File: src/pfsel_map.svh
`ifndef PFSEL_MAP_SVH
`define PFSEL_MAP_SVH

// Word offsets on the register bus (byte addresses)
`define PFSEL_OFS_SEL7      8'h00
`define PFSEL_OFS_SEL8      8'h04
`define PFSEL_OFS_SEL9      8'h08
`define PFSEL_OFS_WMASK     8'h0c
`define PFSEL_OFS_STATUS    8'h10
`define PFSEL_OFS_ILLEGAL   8'h14

// Reset values
`define PFSEL_SEL_RESET     32'h0000_0000
`define PFSEL_WMASK_RESET   32'h0000_0000

// Status register fields
`define PFSEL_ST_ARMED_BIT  0
`define PFSEL_ST_REFUSE_BIT 1

// Field widths, function and pin counts
`define PFSEL_W_NARROW      2
`define PFSEL_W_WIDE        3
`define PFSEL_NUM_FUNC      8
`define PFSEL_NUM_PIN       32

// Pin table, pin 31 first: {register, field lsb, wide field, legal codes}
`define PFSEL_PIN_TABLE { \
  {2'd2, 5'd28, 1'b1, 8'h1f}, {2'd2, 5'd25, 1'b1, 8'h1b}, \
  {2'd2, 5'd22, 1'b1, 8'h1b}, {2'd2, 5'd19, 1'b1, 8'h0b}, \
  {2'd2, 5'd17, 1'b0, 8'h0f}, {2'd2, 5'd15, 1'b0, 8'h0f}, \
  {2'd2, 5'd12, 1'b1, 8'h0b}, {2'd2, 5'd9,  1'b1, 8'h0b}, \
  {2'd2, 5'd6,  1'b1, 8'h0b}, {2'd2, 5'd3,  1'b1, 8'h2b}, \
  {2'd2, 5'd0,  1'b1, 8'h0f}, {2'd1, 5'd29, 1'b1, 8'h0f}, \
  {2'd1, 5'd26, 1'b1, 8'h0f}, {2'd1, 5'd23, 1'b1, 8'h4f}, \
  {2'd1, 5'd20, 1'b1, 8'h3f}, {2'd1, 5'd17, 1'b1, 8'h7f}, \
  {2'd1, 5'd15, 1'b0, 8'h0f}, {2'd1, 5'd12, 1'b1, 8'h3f}, \
  {2'd1, 5'd9,  1'b1, 8'h3f}, {2'd1, 5'd6,  1'b1, 8'h3f}, \
  {2'd1, 5'd3,  1'b1, 8'h3f}, {2'd1, 5'd0,  1'b1, 8'h3f}, \
  {2'd0, 5'd27, 1'b1, 8'h3f}, {2'd0, 5'd24, 1'b1, 8'h3f}, \
  {2'd0, 5'd21, 1'b1, 8'h3f}, {2'd0, 5'd18, 1'b1, 8'h3f}, \
  {2'd0, 5'd15, 1'b1, 8'h3f}, {2'd0, 5'd12, 1'b1, 8'h3f}, \
  {2'd0, 5'd9,  1'b1, 8'h3f}, {2'd0, 5'd6,  1'b1, 8'h3f}, \
  {2'd0, 5'd3,  1'b1, 8'h3f}, {2'd0, 5'd0,  1'b1, 8'h3f} }

`endif

File: src/pfsel_pkg.sv
package pfsel_pkg;

  typedef struct packed {
    logic        cyc;
    logic        stb;
    logic        we;
    logic [7:0]  adr;
    logic [3:0]  sel;
    logic [31:0] dat;
  } pfsel_wb_req_t;

  typedef struct packed {
    logic        ack;
    logic [31:0] dat;
  } pfsel_wb_rsp_t;

  typedef struct packed {
    logic [1:0] reg_idx;
    logic [4:0] lsb;
    logic       wide;
    logic [7:0] legal;
  } pfsel_pin_t;

  typedef logic [7:0] pfsel_func_vec_t;

endpackage

File: src/pfsel_field_mux.sv
`timescale 1ns/10ps
`include "pfsel_map.svh"

module pfsel_field_mux (
  input  wire logic                     clk_sys_in,
  input  wire logic                     rst_b_in,
  input  wire logic [2:0]               code_in,
  input  wire pfsel_pkg::pfsel_func_vec_t legal_in,
  input  wire pfsel_pkg::pfsel_func_vec_t func_out_in,
  input  wire pfsel_pkg::pfsel_func_vec_t func_oe_in,
  input  wire logic                     pin_in_in,
  output logic                          pin_out_out,
  output logic                          pin_oe_out,
  output pfsel_pkg::pfsel_func_vec_t    func_in_out
);

  pfsel_pkg::pfsel_func_vec_t onehot;

  // Reserved or prohibited codes select nothing, so the pin floats
  always_comb begin
    onehot = '0;
    if (legal_in[code_in]) begin
      onehot[code_in] = 1'b1;
    end
  end

  always_ff @(posedge clk_sys_in or negedge rst_b_in) begin
    if (!rst_b_in) begin
      pin_out_out <= 1'b0;
      pin_oe_out  <= 1'b0;
      func_in_out <= '0;
    end else begin
      pin_out_out <= |(onehot & func_out_in);
      pin_oe_out  <= |(onehot & func_oe_in);
      func_in_out <= onehot & {`PFSEL_NUM_FUNC{pin_in_in}};
    end
  end

endmodule // pfsel_field_mux

File: src/pfsel_top.sv
// Notes on behaviour
// Each of the three select registers is 32 bits wide and resets to all zeros.
// Every bit of each select register is read/write and reads return the last accepted value.
// A select-register write is accepted only when the write just before it went to the mask.
// Each multiplexed pin is routed to the peripheral signal chosen by its field value.
// Field value zero picks a pin's first function, so every pin starts on it after reset.
// Three-bit fields decode values zero to seven as functions one to eight in order.
// Software never writes a prohibited field value.
// Second-register fields support six choices, codes zero to five, each to its own signal; the sel8 map allows four to seven codes per field.
// A reserved or prohibited stored code connects no signal but still reads back unchanged.
`timescale 1ns/10ps
`include "pfsel_map.svh"

module pfsel_top (
  input  wire logic                       clk_sys_in,
  input  wire logic                       rst_b_in,
  input  wire pfsel_pkg::pfsel_wb_req_t   wb_req_in,
  output pfsel_pkg::pfsel_wb_rsp_t        wb_rsp_out,
  input  wire pfsel_pkg::pfsel_func_vec_t periph_out_in [`PFSEL_NUM_PIN],
  input  wire pfsel_pkg::pfsel_func_vec_t periph_oe_in  [`PFSEL_NUM_PIN],
  output pfsel_pkg::pfsel_func_vec_t      periph_in_out [`PFSEL_NUM_PIN],
  input  wire logic [31:0]                pin_in_in,
  output logic      [31:0]                pin_out_out,
  output logic      [31:0]                pin_oe_out
);

  // Packed so that the table's first entry lands on pin 31, as the map lists it
  localparam pfsel_pkg::pfsel_pin_t [`PFSEL_NUM_PIN-1:0] PIN_TABLE = `PFSEL_PIN_TABLE;

  // Extracts one field code; narrow fields are zero-extended
  function automatic logic [2:0] field_code(
    input logic [31:0] word,
    input logic [4:0]  lsb,
    input logic        wide
  );
    logic [31:0] shifted;
    shifted = word >> lsb;
    if (wide) begin
      field_code = shifted[2:0];
    end else begin
      field_code = {1'b0, shifted[1:0]};
    end
  endfunction

  // Applies byte enables to a stored word
  function automatic logic [31:0] lane_merge(
    input logic [31:0] old_word,
    input logic [31:0] new_word,
    input logic [3:0]  lanes
  );
    logic [31:0] merged;
    merged = old_word;
    for (int b = 0; b < 4; b++) begin
      if (lanes[b]) begin
        merged[8*b +: 8] = new_word[8*b +: 8];
      end
    end
    lane_merge = merged;
  endfunction

  logic [31:0] sel7_r;
  logic [31:0] sel8_r;
  logic [31:0] sel9_r;
  logic [31:0] wmask_r;
  logic        armed_r;
  logic        refused_r;
  logic        ack_r;
  logic [31:0] rdata_r;
  logic [31:0] illegal_map;
  logic [2:0]  code       [`PFSEL_NUM_PIN];

  logic        req;
  logic        wr;
  logic        hit_sel7;
  logic        hit_sel8;
  logic        hit_sel9;
  logic        hit_sel;
  logic        hit_wmask;
  logic        hit_status;
  logic        hit_illegal;
  logic        sel_accept;
  logic        sel_refuse;
  logic        refuse_clr;

  // Bus decode

  // New access only while ack is low, so each request acts once
  assign req         = wb_req_in.cyc & wb_req_in.stb & ~ack_r;
  assign wr          = req & wb_req_in.we;
  assign hit_sel7    = (wb_req_in.adr == `PFSEL_OFS_SEL7);
  assign hit_sel8    = (wb_req_in.adr == `PFSEL_OFS_SEL8);
  assign hit_sel9    = (wb_req_in.adr == `PFSEL_OFS_SEL9);
  assign hit_sel     = hit_sel7 | hit_sel8 | hit_sel9;
  assign hit_wmask   = (wb_req_in.adr == `PFSEL_OFS_WMASK);
  assign hit_status  = (wb_req_in.adr == `PFSEL_OFS_STATUS);
  assign hit_illegal = (wb_req_in.adr == `PFSEL_OFS_ILLEGAL);

  assign sel_accept  = wr & hit_sel & armed_r;
  assign sel_refuse  = wr & hit_sel & ~armed_r;
  assign refuse_clr  = wr & hit_status & wb_req_in.sel[0] &
                       wb_req_in.dat[`PFSEL_ST_REFUSE_BIT];

  // Acknowledge

  // Unmapped addresses also answer, reading zero, so a master never hangs
  always_ff @(posedge clk_sys_in or negedge rst_b_in) begin
    if (!rst_b_in) begin
      ack_r <= 1'b0;
    end else begin
      ack_r <= req;
    end
  end

  assign wb_rsp_out.ack = ack_r;
  assign wb_rsp_out.dat = rdata_r;

  // Select registers

  always_ff @(posedge clk_sys_in or negedge rst_b_in) begin
    if (!rst_b_in) begin
      sel7_r <= `PFSEL_SEL_RESET;
      sel8_r <= `PFSEL_SEL_RESET;
      sel9_r <= `PFSEL_SEL_RESET;
    end else if (sel_accept) begin
      // Every bit is stored as written, reserved codes included
      if (hit_sel7) begin
        sel7_r <= lane_merge(sel7_r, wb_req_in.dat, wb_req_in.sel);
      end
      if (hit_sel8) begin
        sel8_r <= lane_merge(sel8_r, wb_req_in.dat, wb_req_in.sel);
      end
      if (hit_sel9) begin
        sel9_r <= lane_merge(sel9_r, wb_req_in.dat, wb_req_in.sel);
      end
    end
  end

  // Write mask and unlock

  always_ff @(posedge clk_sys_in or negedge rst_b_in) begin
    if (!rst_b_in) begin
      wmask_r <= `PFSEL_WMASK_RESET;
    end else if (wr & hit_wmask) begin
      wmask_r <= lane_merge(wmask_r, wb_req_in.dat, wb_req_in.sel);
    end
  end

  // Any later write to an address other than the mask spends the unlock; reads leave it
  always_ff @(posedge clk_sys_in or negedge rst_b_in) begin
    if (!rst_b_in) begin
      armed_r <= 1'b0;
    end else if (wr) begin
      armed_r <= hit_wmask;
    end
  end

  // Sticky flag for a select write that came without unlock; set wins over clear
  always_ff @(posedge clk_sys_in or negedge rst_b_in) begin
    if (!rst_b_in) begin
      refused_r <= 1'b0;
    end else if (sel_refuse) begin
      refused_r <= 1'b1;
    end else if (refuse_clr) begin
      refused_r <= 1'b0;
    end
  end

  // Read data

  always_ff @(posedge clk_sys_in or negedge rst_b_in) begin
    if (!rst_b_in) begin
      rdata_r <= 32'h0000_0000;
    end else if (req & ~wb_req_in.we) begin
      rdata_r <= 32'h0000_0000;
      if (hit_sel7) begin
        rdata_r <= sel7_r;
      end
      if (hit_sel8) begin
        rdata_r <= sel8_r;
      end
      if (hit_sel9) begin
        rdata_r <= sel9_r;
      end
      if (hit_wmask) begin
        rdata_r <= wmask_r;
      end
      if (hit_status) begin
        rdata_r[`PFSEL_ST_ARMED_BIT]  <= armed_r;
        rdata_r[`PFSEL_ST_REFUSE_BIT] <= refused_r;
      end
      if (hit_illegal) begin
        rdata_r <= illegal_map;
      end
    end
  end

  // Pin routing

  // Outputs are registered, so a new selection reaches the pins one
  // cycle after the accepting edge; this avoids glitchy mux paths
  for (genvar p = 0; p < `PFSEL_NUM_PIN; p++) begin : g_pin
    logic [31:0] word;

    always_comb begin
      unique case (PIN_TABLE[p].reg_idx)
        2'd0:    word = sel7_r;
        2'd1:    word = sel8_r;
        default: word = sel9_r;
      endcase
    end

    assign code[p]        = field_code(word, PIN_TABLE[p].lsb, PIN_TABLE[p].wide);
    assign illegal_map[p] = ~PIN_TABLE[p].legal[code[p]];

    pfsel_field_mux u_mux (
      .clk_sys_in  (clk_sys_in),
      .rst_b_in    (rst_b_in),
      .code_in     (code[p]),
      .legal_in    (PIN_TABLE[p].legal),
      .func_out_in (periph_out_in[p]),
      .func_oe_in  (periph_oe_in[p]),
      .pin_in_in   (pin_in_in[p]),
      .pin_out_out (pin_out_out[p]),
      .pin_oe_out  (pin_oe_out[p]),
      .func_in_out (periph_in_out[p])
    );
  end

endmodule // pfsel_top

File: config.mk
export PLATFORM = sky130hd
export DESIGN_NAME = pfsel_top
export DESIGN_NICKNAME = d
export VERILOG_FILES = /design/src/pfsel_pkg.sv /design/src/pfsel_field_mux.sv /design/src/pfsel_top.sv
export VERILOG_INCLUDE_DIRS = /design/src
export SDC_FILE = /design/constraint.sdc
export NUM_CORES = 1
export LEC_CHECK = 0
export ABC_AREA = 1
export BUFFER_PORTS_ARGS = -buffer_cell sky130_fd_sc_hd__buf_4
export CAP_MARGIN = 20
export CORE_AREA = 2 2 365 367
export DETAILED_ROUTE_END_ITERATION = 8
export DIE_AREA = 0 0 367 369
export GPL_TIMING_DRIVEN = 0
export PLACE_DENSITY_LB_ADDON = 0.15
export SYNTH_ARGS = -nofsm -noshare
export SYNTH_HDL_FRONTEND = slang
export SYNTH_SLANG_ARGS = --single-unit
File: constraint.sdc
create_clock -name clk_sys_in -period 2.3 [get_ports clk_sys_in]
set_input_delay 0.115 -clock clk_sys_in [delete_from_list [all_inputs] [get_ports clk_sys_in]]
set_output_delay 0.115 -clock clk_sys_in [all_outputs]
set_load 0.005 [all_outputs]
Word level (Yosys, flattened, before mapping) --
Memories as Yosys holds them, arrays and structs flattened. Index checks and enable logic that the tools add are counted.
Word-level totals: memory bits (read-only) 232, flip-flop bits (word level) 483, output and inout port bits 353, memories 29, logic and storage cells 611, input bits 593
Memory list:
- (name not given) | words 8, width 1, rd ports 1, clocked after memory_dff 0, wr ports 0, RTL line pfsel_field_mux.sv:22 | if (legal_in[code_in]) begin
- (name not given) | words 8, width 1, rd ports 1, clocked after memory_dff 0, wr ports 0, RTL line pfsel_field_mux.sv:22
- (name not given) | words 8, width 1, rd ports 1, clocked after memory_dff 0, wr ports 0, RTL line pfsel_field_mux.sv:22
- (name not given) | words 8, width 1, rd ports 1, clocked after memory_dff 0, wr ports 0, RTL line pfsel_field_mux.sv:22
- (name not given) | words 8, width 1, rd ports 1, clocked after memory_dff 0, wr ports 0, RTL line pfsel_field_mux.sv:22
- (name not given) | words 8, width 1, rd ports 1, clocked after memory_dff 0, wr ports 0, RTL line pfsel_field_mux.sv:22
- +23 memories
Operators by class: bitwise logic cells 144, magnitude comparators 64, mux-type cells 139, equal/unequal tests 5, reduce and logical (&&, ||, !) cells 114
Operators with widths (count):
- 8-bit bitwise AND | 96
- 8-bit OR reduction | 64
- 8-bit two-way mux | 29
- 32-bit two-way mux | 5
- 3-bit by 4-bit less-than comparator with 1-bit output (second input constant) | 29
- 1-bit demux with 3-bit select | 29
- 3-bit by 1-bit greater-or-equal comparator with 1-bit output (second input constant) | 29
- 1-bit two-way mux | 66
- 3-bit AND reduction | 12
- 1-bit NOT | 35
- 1-bit logical AND | 32
- 8-bit by 4-bit == test with 1-bit output (second input constant) | 2
- 8-bit by 5-bit == test with 1-bit output (second input constant) | 2
- 2-bit by 4-bit less-than comparator with 1-bit output (second input constant) | 3
- 4-bit two-way mux | 3
- 1-bit bitwise AND | 11
- 8-bit by 3-bit == test with 1-bit output (second input constant) | 1
- 8-bit zero test | 1
- 2-bit AND reduction | 4
- 1-bit binary-select mux with 2-bit select | 3
- 1-bit demux with 2-bit select | 3
- 2-bit by 1-bit greater-or-equal comparator with 1-bit output (second input constant) | 3
- 2-bit two-way mux | 1
- 1-bit bitwise OR | 2
- 2-bit nonzero test | 1

Logic depth before layout (Yosys ltp) --
word-level depth 8, gate-level depth with buffers 10, gate-level depth less buffers 9

By module --
Synthesis repeated with hierarchy kept, for this count alone.
Unflattened totals: cells, all modules 3674, area total of the unflattened synthesis 27182.3 um2
By module, submodules not included:
- pfsel_field_mux | times used 32, cells an instance 86, sequential area each 250.2 um2, area each 603.1 um2
- pfsel_top | times used 1, cells an instance 922, sequential area each 4078.9 um2, area each 7883.8 um2

Worst setup path before layout --
Ideal clock, no wire load.
kind flip-flop to flip-flop, start register ack_r, end register sel8_r[30], in the netlist g_pin[10].word[30], buffers on the path 2, stages on the path, launching flop included 10, library setup time 122 ps, data arrival time 1460 ps, slack 718 ps, data required time 2178 ps, period minus slack after synthesis 1582 ps, cell sequence dfrtp_1 -> nand3b_4 -> nor2_4 -> nand3_2 -> nor2_4 -> buf_12 -> nand3_4 -> buf_2 -> nand2_1 -> o21ai_1
Between the ends: longest elaborated chain between the ends 6
Ends and longest elaborated chain:
- start: declaration | RTL line pfsel_top.sv:67 | logic ack_r;
- start signal: assignment | RTL line pfsel_top.sv:110 | ack_r <= req;
- 1-bit NOT | RTL line pfsel_top.sv:88 | assign req = wb_req_in.cyc & wb_req_in.stb & ~ack_r;
- 1-bit bitwise AND | RTL line pfsel_top.sv:88
- 1-bit bitwise AND | RTL line pfsel_top.sv:89 | assign wr = req & wb_req_in.we;
- 1-bit bitwise AND (2 in a row) | RTL line pfsel_top.sv:98 | assign sel_accept = wr & hit_sel & armed_r;
- 3-bit AND reduction (no line)
- end signal: assignment | RTL line pfsel_top.sv:122 | sel8_r <= `PFSEL_SEL_RESET;
- end signal: assignment | RTL line pfsel_top.sv:130 | sel8_r <= lane_merge(sel8_r, wb_req_in.dat, wb_req_in.sel);
- end: declaration | RTL line pfsel_top.sv:62 | logic [31:0] sel8_r;
Every way passes these cells. A chain may end at the register's enable or synchronous reset.

Worst setup path after layout --
start register sel7_r[19], in the netlist g_pin[0].word[19], end register g_pin[6].u_mux.pin_out_out
Between the ends: longest elaborated chain between the ends 7, elaborated cells on any way between the ends 10, those cells by class order compare: 2; mux: 4; bitwise: 1; reduce/logical: 2; memory: 1
Ends and longest elaborated chain:
- start: declaration | RTL line pfsel_top.sv:61 | logic [31:0] sel7_r;
- start signal: assignment | RTL line pfsel_top.sv:121 | sel7_r <= `PFSEL_SEL_RESET;
- start signal: assignment | RTL line pfsel_top.sv:127 | sel7_r <= lane_merge(sel7_r, wb_req_in.dat, wb_req_in.sel);
- 3-bit by 4-bit less-than comparator with 1-bit output (implied by the code) / 3-bit by 1-bit greater-or-equal comparator with 1-bit output (equally long branches) | RTL line pfsel_field_mux.sv:23 | onehot[code_in] = 1'b1;
- 1-bit logical AND (implied by the code) | RTL line pfsel_field_mux.sv:23
- 1-bit two-way mux (implied by the code) | RTL line pfsel_field_mux.sv:23
- 1-bit demux with 3-bit select
- 8-bit two-way mux (*) | RTL line pfsel_field_mux.sv:22
- 8-bit bitwise AND (*) | RTL line pfsel_field_mux.sv:33 | pin_out_out <= |(onehot & func_out_in);
- 8-bit OR reduction (*) | RTL line pfsel_field_mux.sv:33
- end signal: assignment | RTL line pfsel_field_mux.sv:33
- end: declaration | RTL line pfsel_field_mux.sv:12 | output logic pin_out_out,
Mark *: on every way between the ends. The rest lies on a longest branch, timed or not. The select of a mux whose other input is x is not followed.

==> impl_metrics.py <==
metrics = {
    "sta": {
        "clock-skew-final_ps": 31.1,
        "slew-limit-headroom_pct": 30.8,
        "final_period_minus_worst_setup_slack_ps": 2250,
        "maxSlewViolCount": 0,
        "max_clock_freq_ghz": 0.444,
        "report.final.hold_viol_count": 0,
        "final_min_period_over_clock_period_pct": 97.9,
        "rsz0062_at_grt": "no",
        "worst_slew_pin_slew_ps": 1040,
        "setup_violations": 0,
    },
    "synthesis": {
        "netlist_instances": 2168,
        "synthArstFlopShare_pct": 100,
        "synth.most_common_cell": "dfrtp_1",
        "synth_top_area_share_pct": 59.0,
        "synth_largest_area_cell": "dfrtp_1",
        "syn_avg_cell_area_um2": 9.22,
        "synth_enable_flop_cells": 0,
        "synth_seq_cells": 471,
        "ys.warnings.count": 0,
        "synth_flop_cell": "dfrtp_1",
        "yosys-top-cells-area": "dfrtp_1, nand2_1, inv_1, o21ai_0, nand3_1",
        "post_synthesis_cell_type_count": 38,
        "synth.top_cells.by_count": "dfrtp_1, nand2_1, inv_1, nor2_1, o21ai_0",
        "syn-cell-area_mm2": 0.0200,
        "ys_seq_area_share_pct": 59.0,
    },
    "die": {
        "floorplan.rows": 133,
        "initial_utilization_pct": 15.2,
        "die_area_mm2": 0.135,
        "pin_count": 946,
        "fp.dieW_um": 367,
        "core_region_area_mm2": 0.131,
        "vertical_extent_of_the_die_um": 369,
    },
    "drt": {
        "detailedRoute.firstPassIterationCount": 5,
        "route.detailed.vias_per_inst": 3.79,
        "drc": 0,
        "detail_route.wl_per_cell_um": 20.2,
        "dr.first_iter.drc_count": 1139,
        "route.vias.total": 19600,
        "number_of_nets_with_antenna_violations_after_routing": 0,
        "drt_wl_total_mm": 104,
    },
    "global_route": {
        "grt_antenna_before_repair": 22,
        "grt_remaining_overflow": 0,
        "grt_max_degree": 100,
        "grt_usage_pct": 15.2,
        "grt_first_pass_wirelength_mm": 148,
        "grt_pass1_vias": 20700,
    },
    "worst_setup_path": {
        "critPathLaunch": "g_pin[0].word[19]$_DFFE_PN0P_",
        "critPathMaxFanout": 9,
        "reg2reg_from": "g_pin[0].word[19]$_DFFE_PN0P_",
        "setup.worst_path.class": "flop to flop",
        "cp-end-kind": "flop",
        "worst_ep_required_time_ps": 2840,
        "worst_setup_sp_type": "flop",
        "worstPathArrival_ps": 2790,
    },
    "power_and_ir_drop": {
        "logic_gate_share_of_total_power_pct": 9.1,
        "power_mw": 21.1,
        "p_sw_share_pct": 23.9,
        "power.clock.fraction_pct": 50.5,
        "ir_worst_vdd_mv": 0.399,
        "cellPowerDensity_mw_per_mm2": 634,
        "share_seq_of_total_power_pct": 40.4,
        "p_int_mw": 16.1,
        "p_leak_nw": 16.0,
        "p_sw_mw": 5.04,
    },
    "final_layout": {
        "syn2layout_area_growth_pct": 66.6,
        "drive_gt1_share_pct": 29.3,
        "num-nets-final": 3940,
        "nFillCells": 14400,
        "finished_layout_cell_area_mm2": 0.0333,
        "fin_cells": 5161,
    },
    "clock_network": {
        "clk_pin_slew_worst_paths_ps": 60,
        "cts.path.max_buffers": 3,
        "cts.htree.levels": 3,
        "skew_pair_late_insertion_delay_ps": 660,
        "numClockSinks": 471,
        "cell_chosen_for_the_clock_root": "clkbuf_16",
        "number_of_buffers_inserted_during_clock_tree_synthesis": 67,
        "tritoncts": "done",
    },
    "place": {
        "finalWeightedCongestion": 0.776,
        "placed_cell_area_mm2": 0.0283,
        "detailed_place_hpwl_mm": 81.4,
        "dp_cells": 4767,
        "port_buffers": 743,
    },
    "job": {
        "number_of_max_cap_violations": 0,
    },
    "min_path": {
        "hp-class": "primary input to asynchronous set/reset pin",
    },
    "status": {
        "run_status": "finished clean",
    },
}
-- cell usage in the layout (no fill, tap or decap), types with 68 or more instances in the layout --
cell type / netlist / final
o21ai_0: 169 / 167
dfrtp_1: 471 / 471
buf_4: 78 / 825
conb_1: 1 / 95
nand3_1: 149 / 147
dlygate4sd3_1: 0 / 269
inv_1: 246 / 246
nor2_1: 197 / 196
nand2_1: 413 / 412
clkbuf_16: 0 / 68
-- path summary, 6_finish.rpt --
kind	to	slack [ps]	depth (start not counted)
worst max-delay path	g_pin[6].u_mux.pin_out_out$_DFF_PN0_	50	6
worst min-delay path	g_pin[10].u_mux.pin_out_out$_DFF_PN0_	40	2
worst max register to register	g_pin[6].u_mux.pin_out_out$_DFF_PN0_	50	6
worst min register to register	rdata_r[23]$_DFFE_PN0P_	480	2
max in group asynchronous	rdata_r[27]$_DFFE_PN0P_	890	4
min in group clk_sys_in	armed_r$_DFFE_PN0N_	130	5
-- kinds of logic after synthesis --
logic type / Yosys count / share of synthesized area (%)
AOI/OAI and AO/OA: 305 / 8.91
buffers and inverters: 418 / 9.82
DFF: 471 / 59.0
and+or+nand+nor: 973 / 22.3
other: 1 / 0.0188
-- critical path, cell delays in order, from the launching register on --
cell and delay, ps:
dfrtp_1 310, clkbuf_1 470, nor2_1 210, nand3_1 110, o21ai_0 100, dlygate4sd3_1 560
or3_1 370
-- per-layer routing --
layer | global-route usage [%] | wire length, µm
met4 | 4.45 | 2190
met5 | 0 | 126
met3 | 5.52 | 8250
met1 | 18.7 | 44700
met2 | 24.7 | 48900
-- power by group through the flow --
stage               clock network (mW)  registers [mW]  logic (mW)
finish                            10.7            8.53        1.92
global route                      11.4            8.54        2.11
CTS                               11.1            8.53        1.97
detailed placement                   0            8.67        1.60
global placement                     0            8.68        1.57
floorplan                            0            8.68       0.333
-- sequential cells by signal (all words and copies together), names as in the netlist --
| register | count |
|---|---|
| g_pin.u_mux.func_in_out | 244 |
| g_pin.word | 96 |
| g_pin.u_mux.pin_oe_out | 32 |
| rdata_r | 32 |
| g_pin.u_mux.pin_out_out | 32 |
| refused_r | 1 |
| armed_r | 1 |
| ack_r | 1 |
| wmask_r | 32 |
-- area by class of cell --
type | instances | area, µm² | area share (%)
Clock buffer | 94 | 1910 | 5.73
Multi-Input combinational cell | 1373 | 6620 | 19.9
Inverter | 255 | 957 | 2.87
Sequential cell | 471 | 11800 | 35.4
Antenna cell | 9 | 22.5 | 0.0676
Timing Repair Buffer | 1025 | 8520 | 25.6
Tap cell | 1755 | 2200 | 6.60
Buffer | 154 | 978 | 2.94
Clock inverter | 25 | 310 | 0.932
-- stage by stage --
| stage | setup TNS [ps] | hold WS (ps) | util [%] | setup slack, ps |
|---|---|---|---|---|
| 3_5_place_dp | -41750 | 157 | 21.6 | -1050 |
| 2_1_floorplan | 0 | -181 | - | 718 |
| 4_1_cts | 0 | 28.4 | 25.4 | 43.2 |
| 6_report | 0 | 38.6 | 25.4 | 48.9 |
| 5_1_grt | 0 | 84.9 | 25.4 | 0.367 |
| 3_3_place_gp | -2286290 | 329 | 21.4 | -4930 |
-- repair_timing --
action	in CTS	in global routing
resized for setup	9	4
setup buffers	4	2
hold endpoints to repair	529	0
pin swaps	3	1
hold buffers	269	0
setup endpoints to repair	30	23
Note: power is estimated with default switching activity, not from simulation.
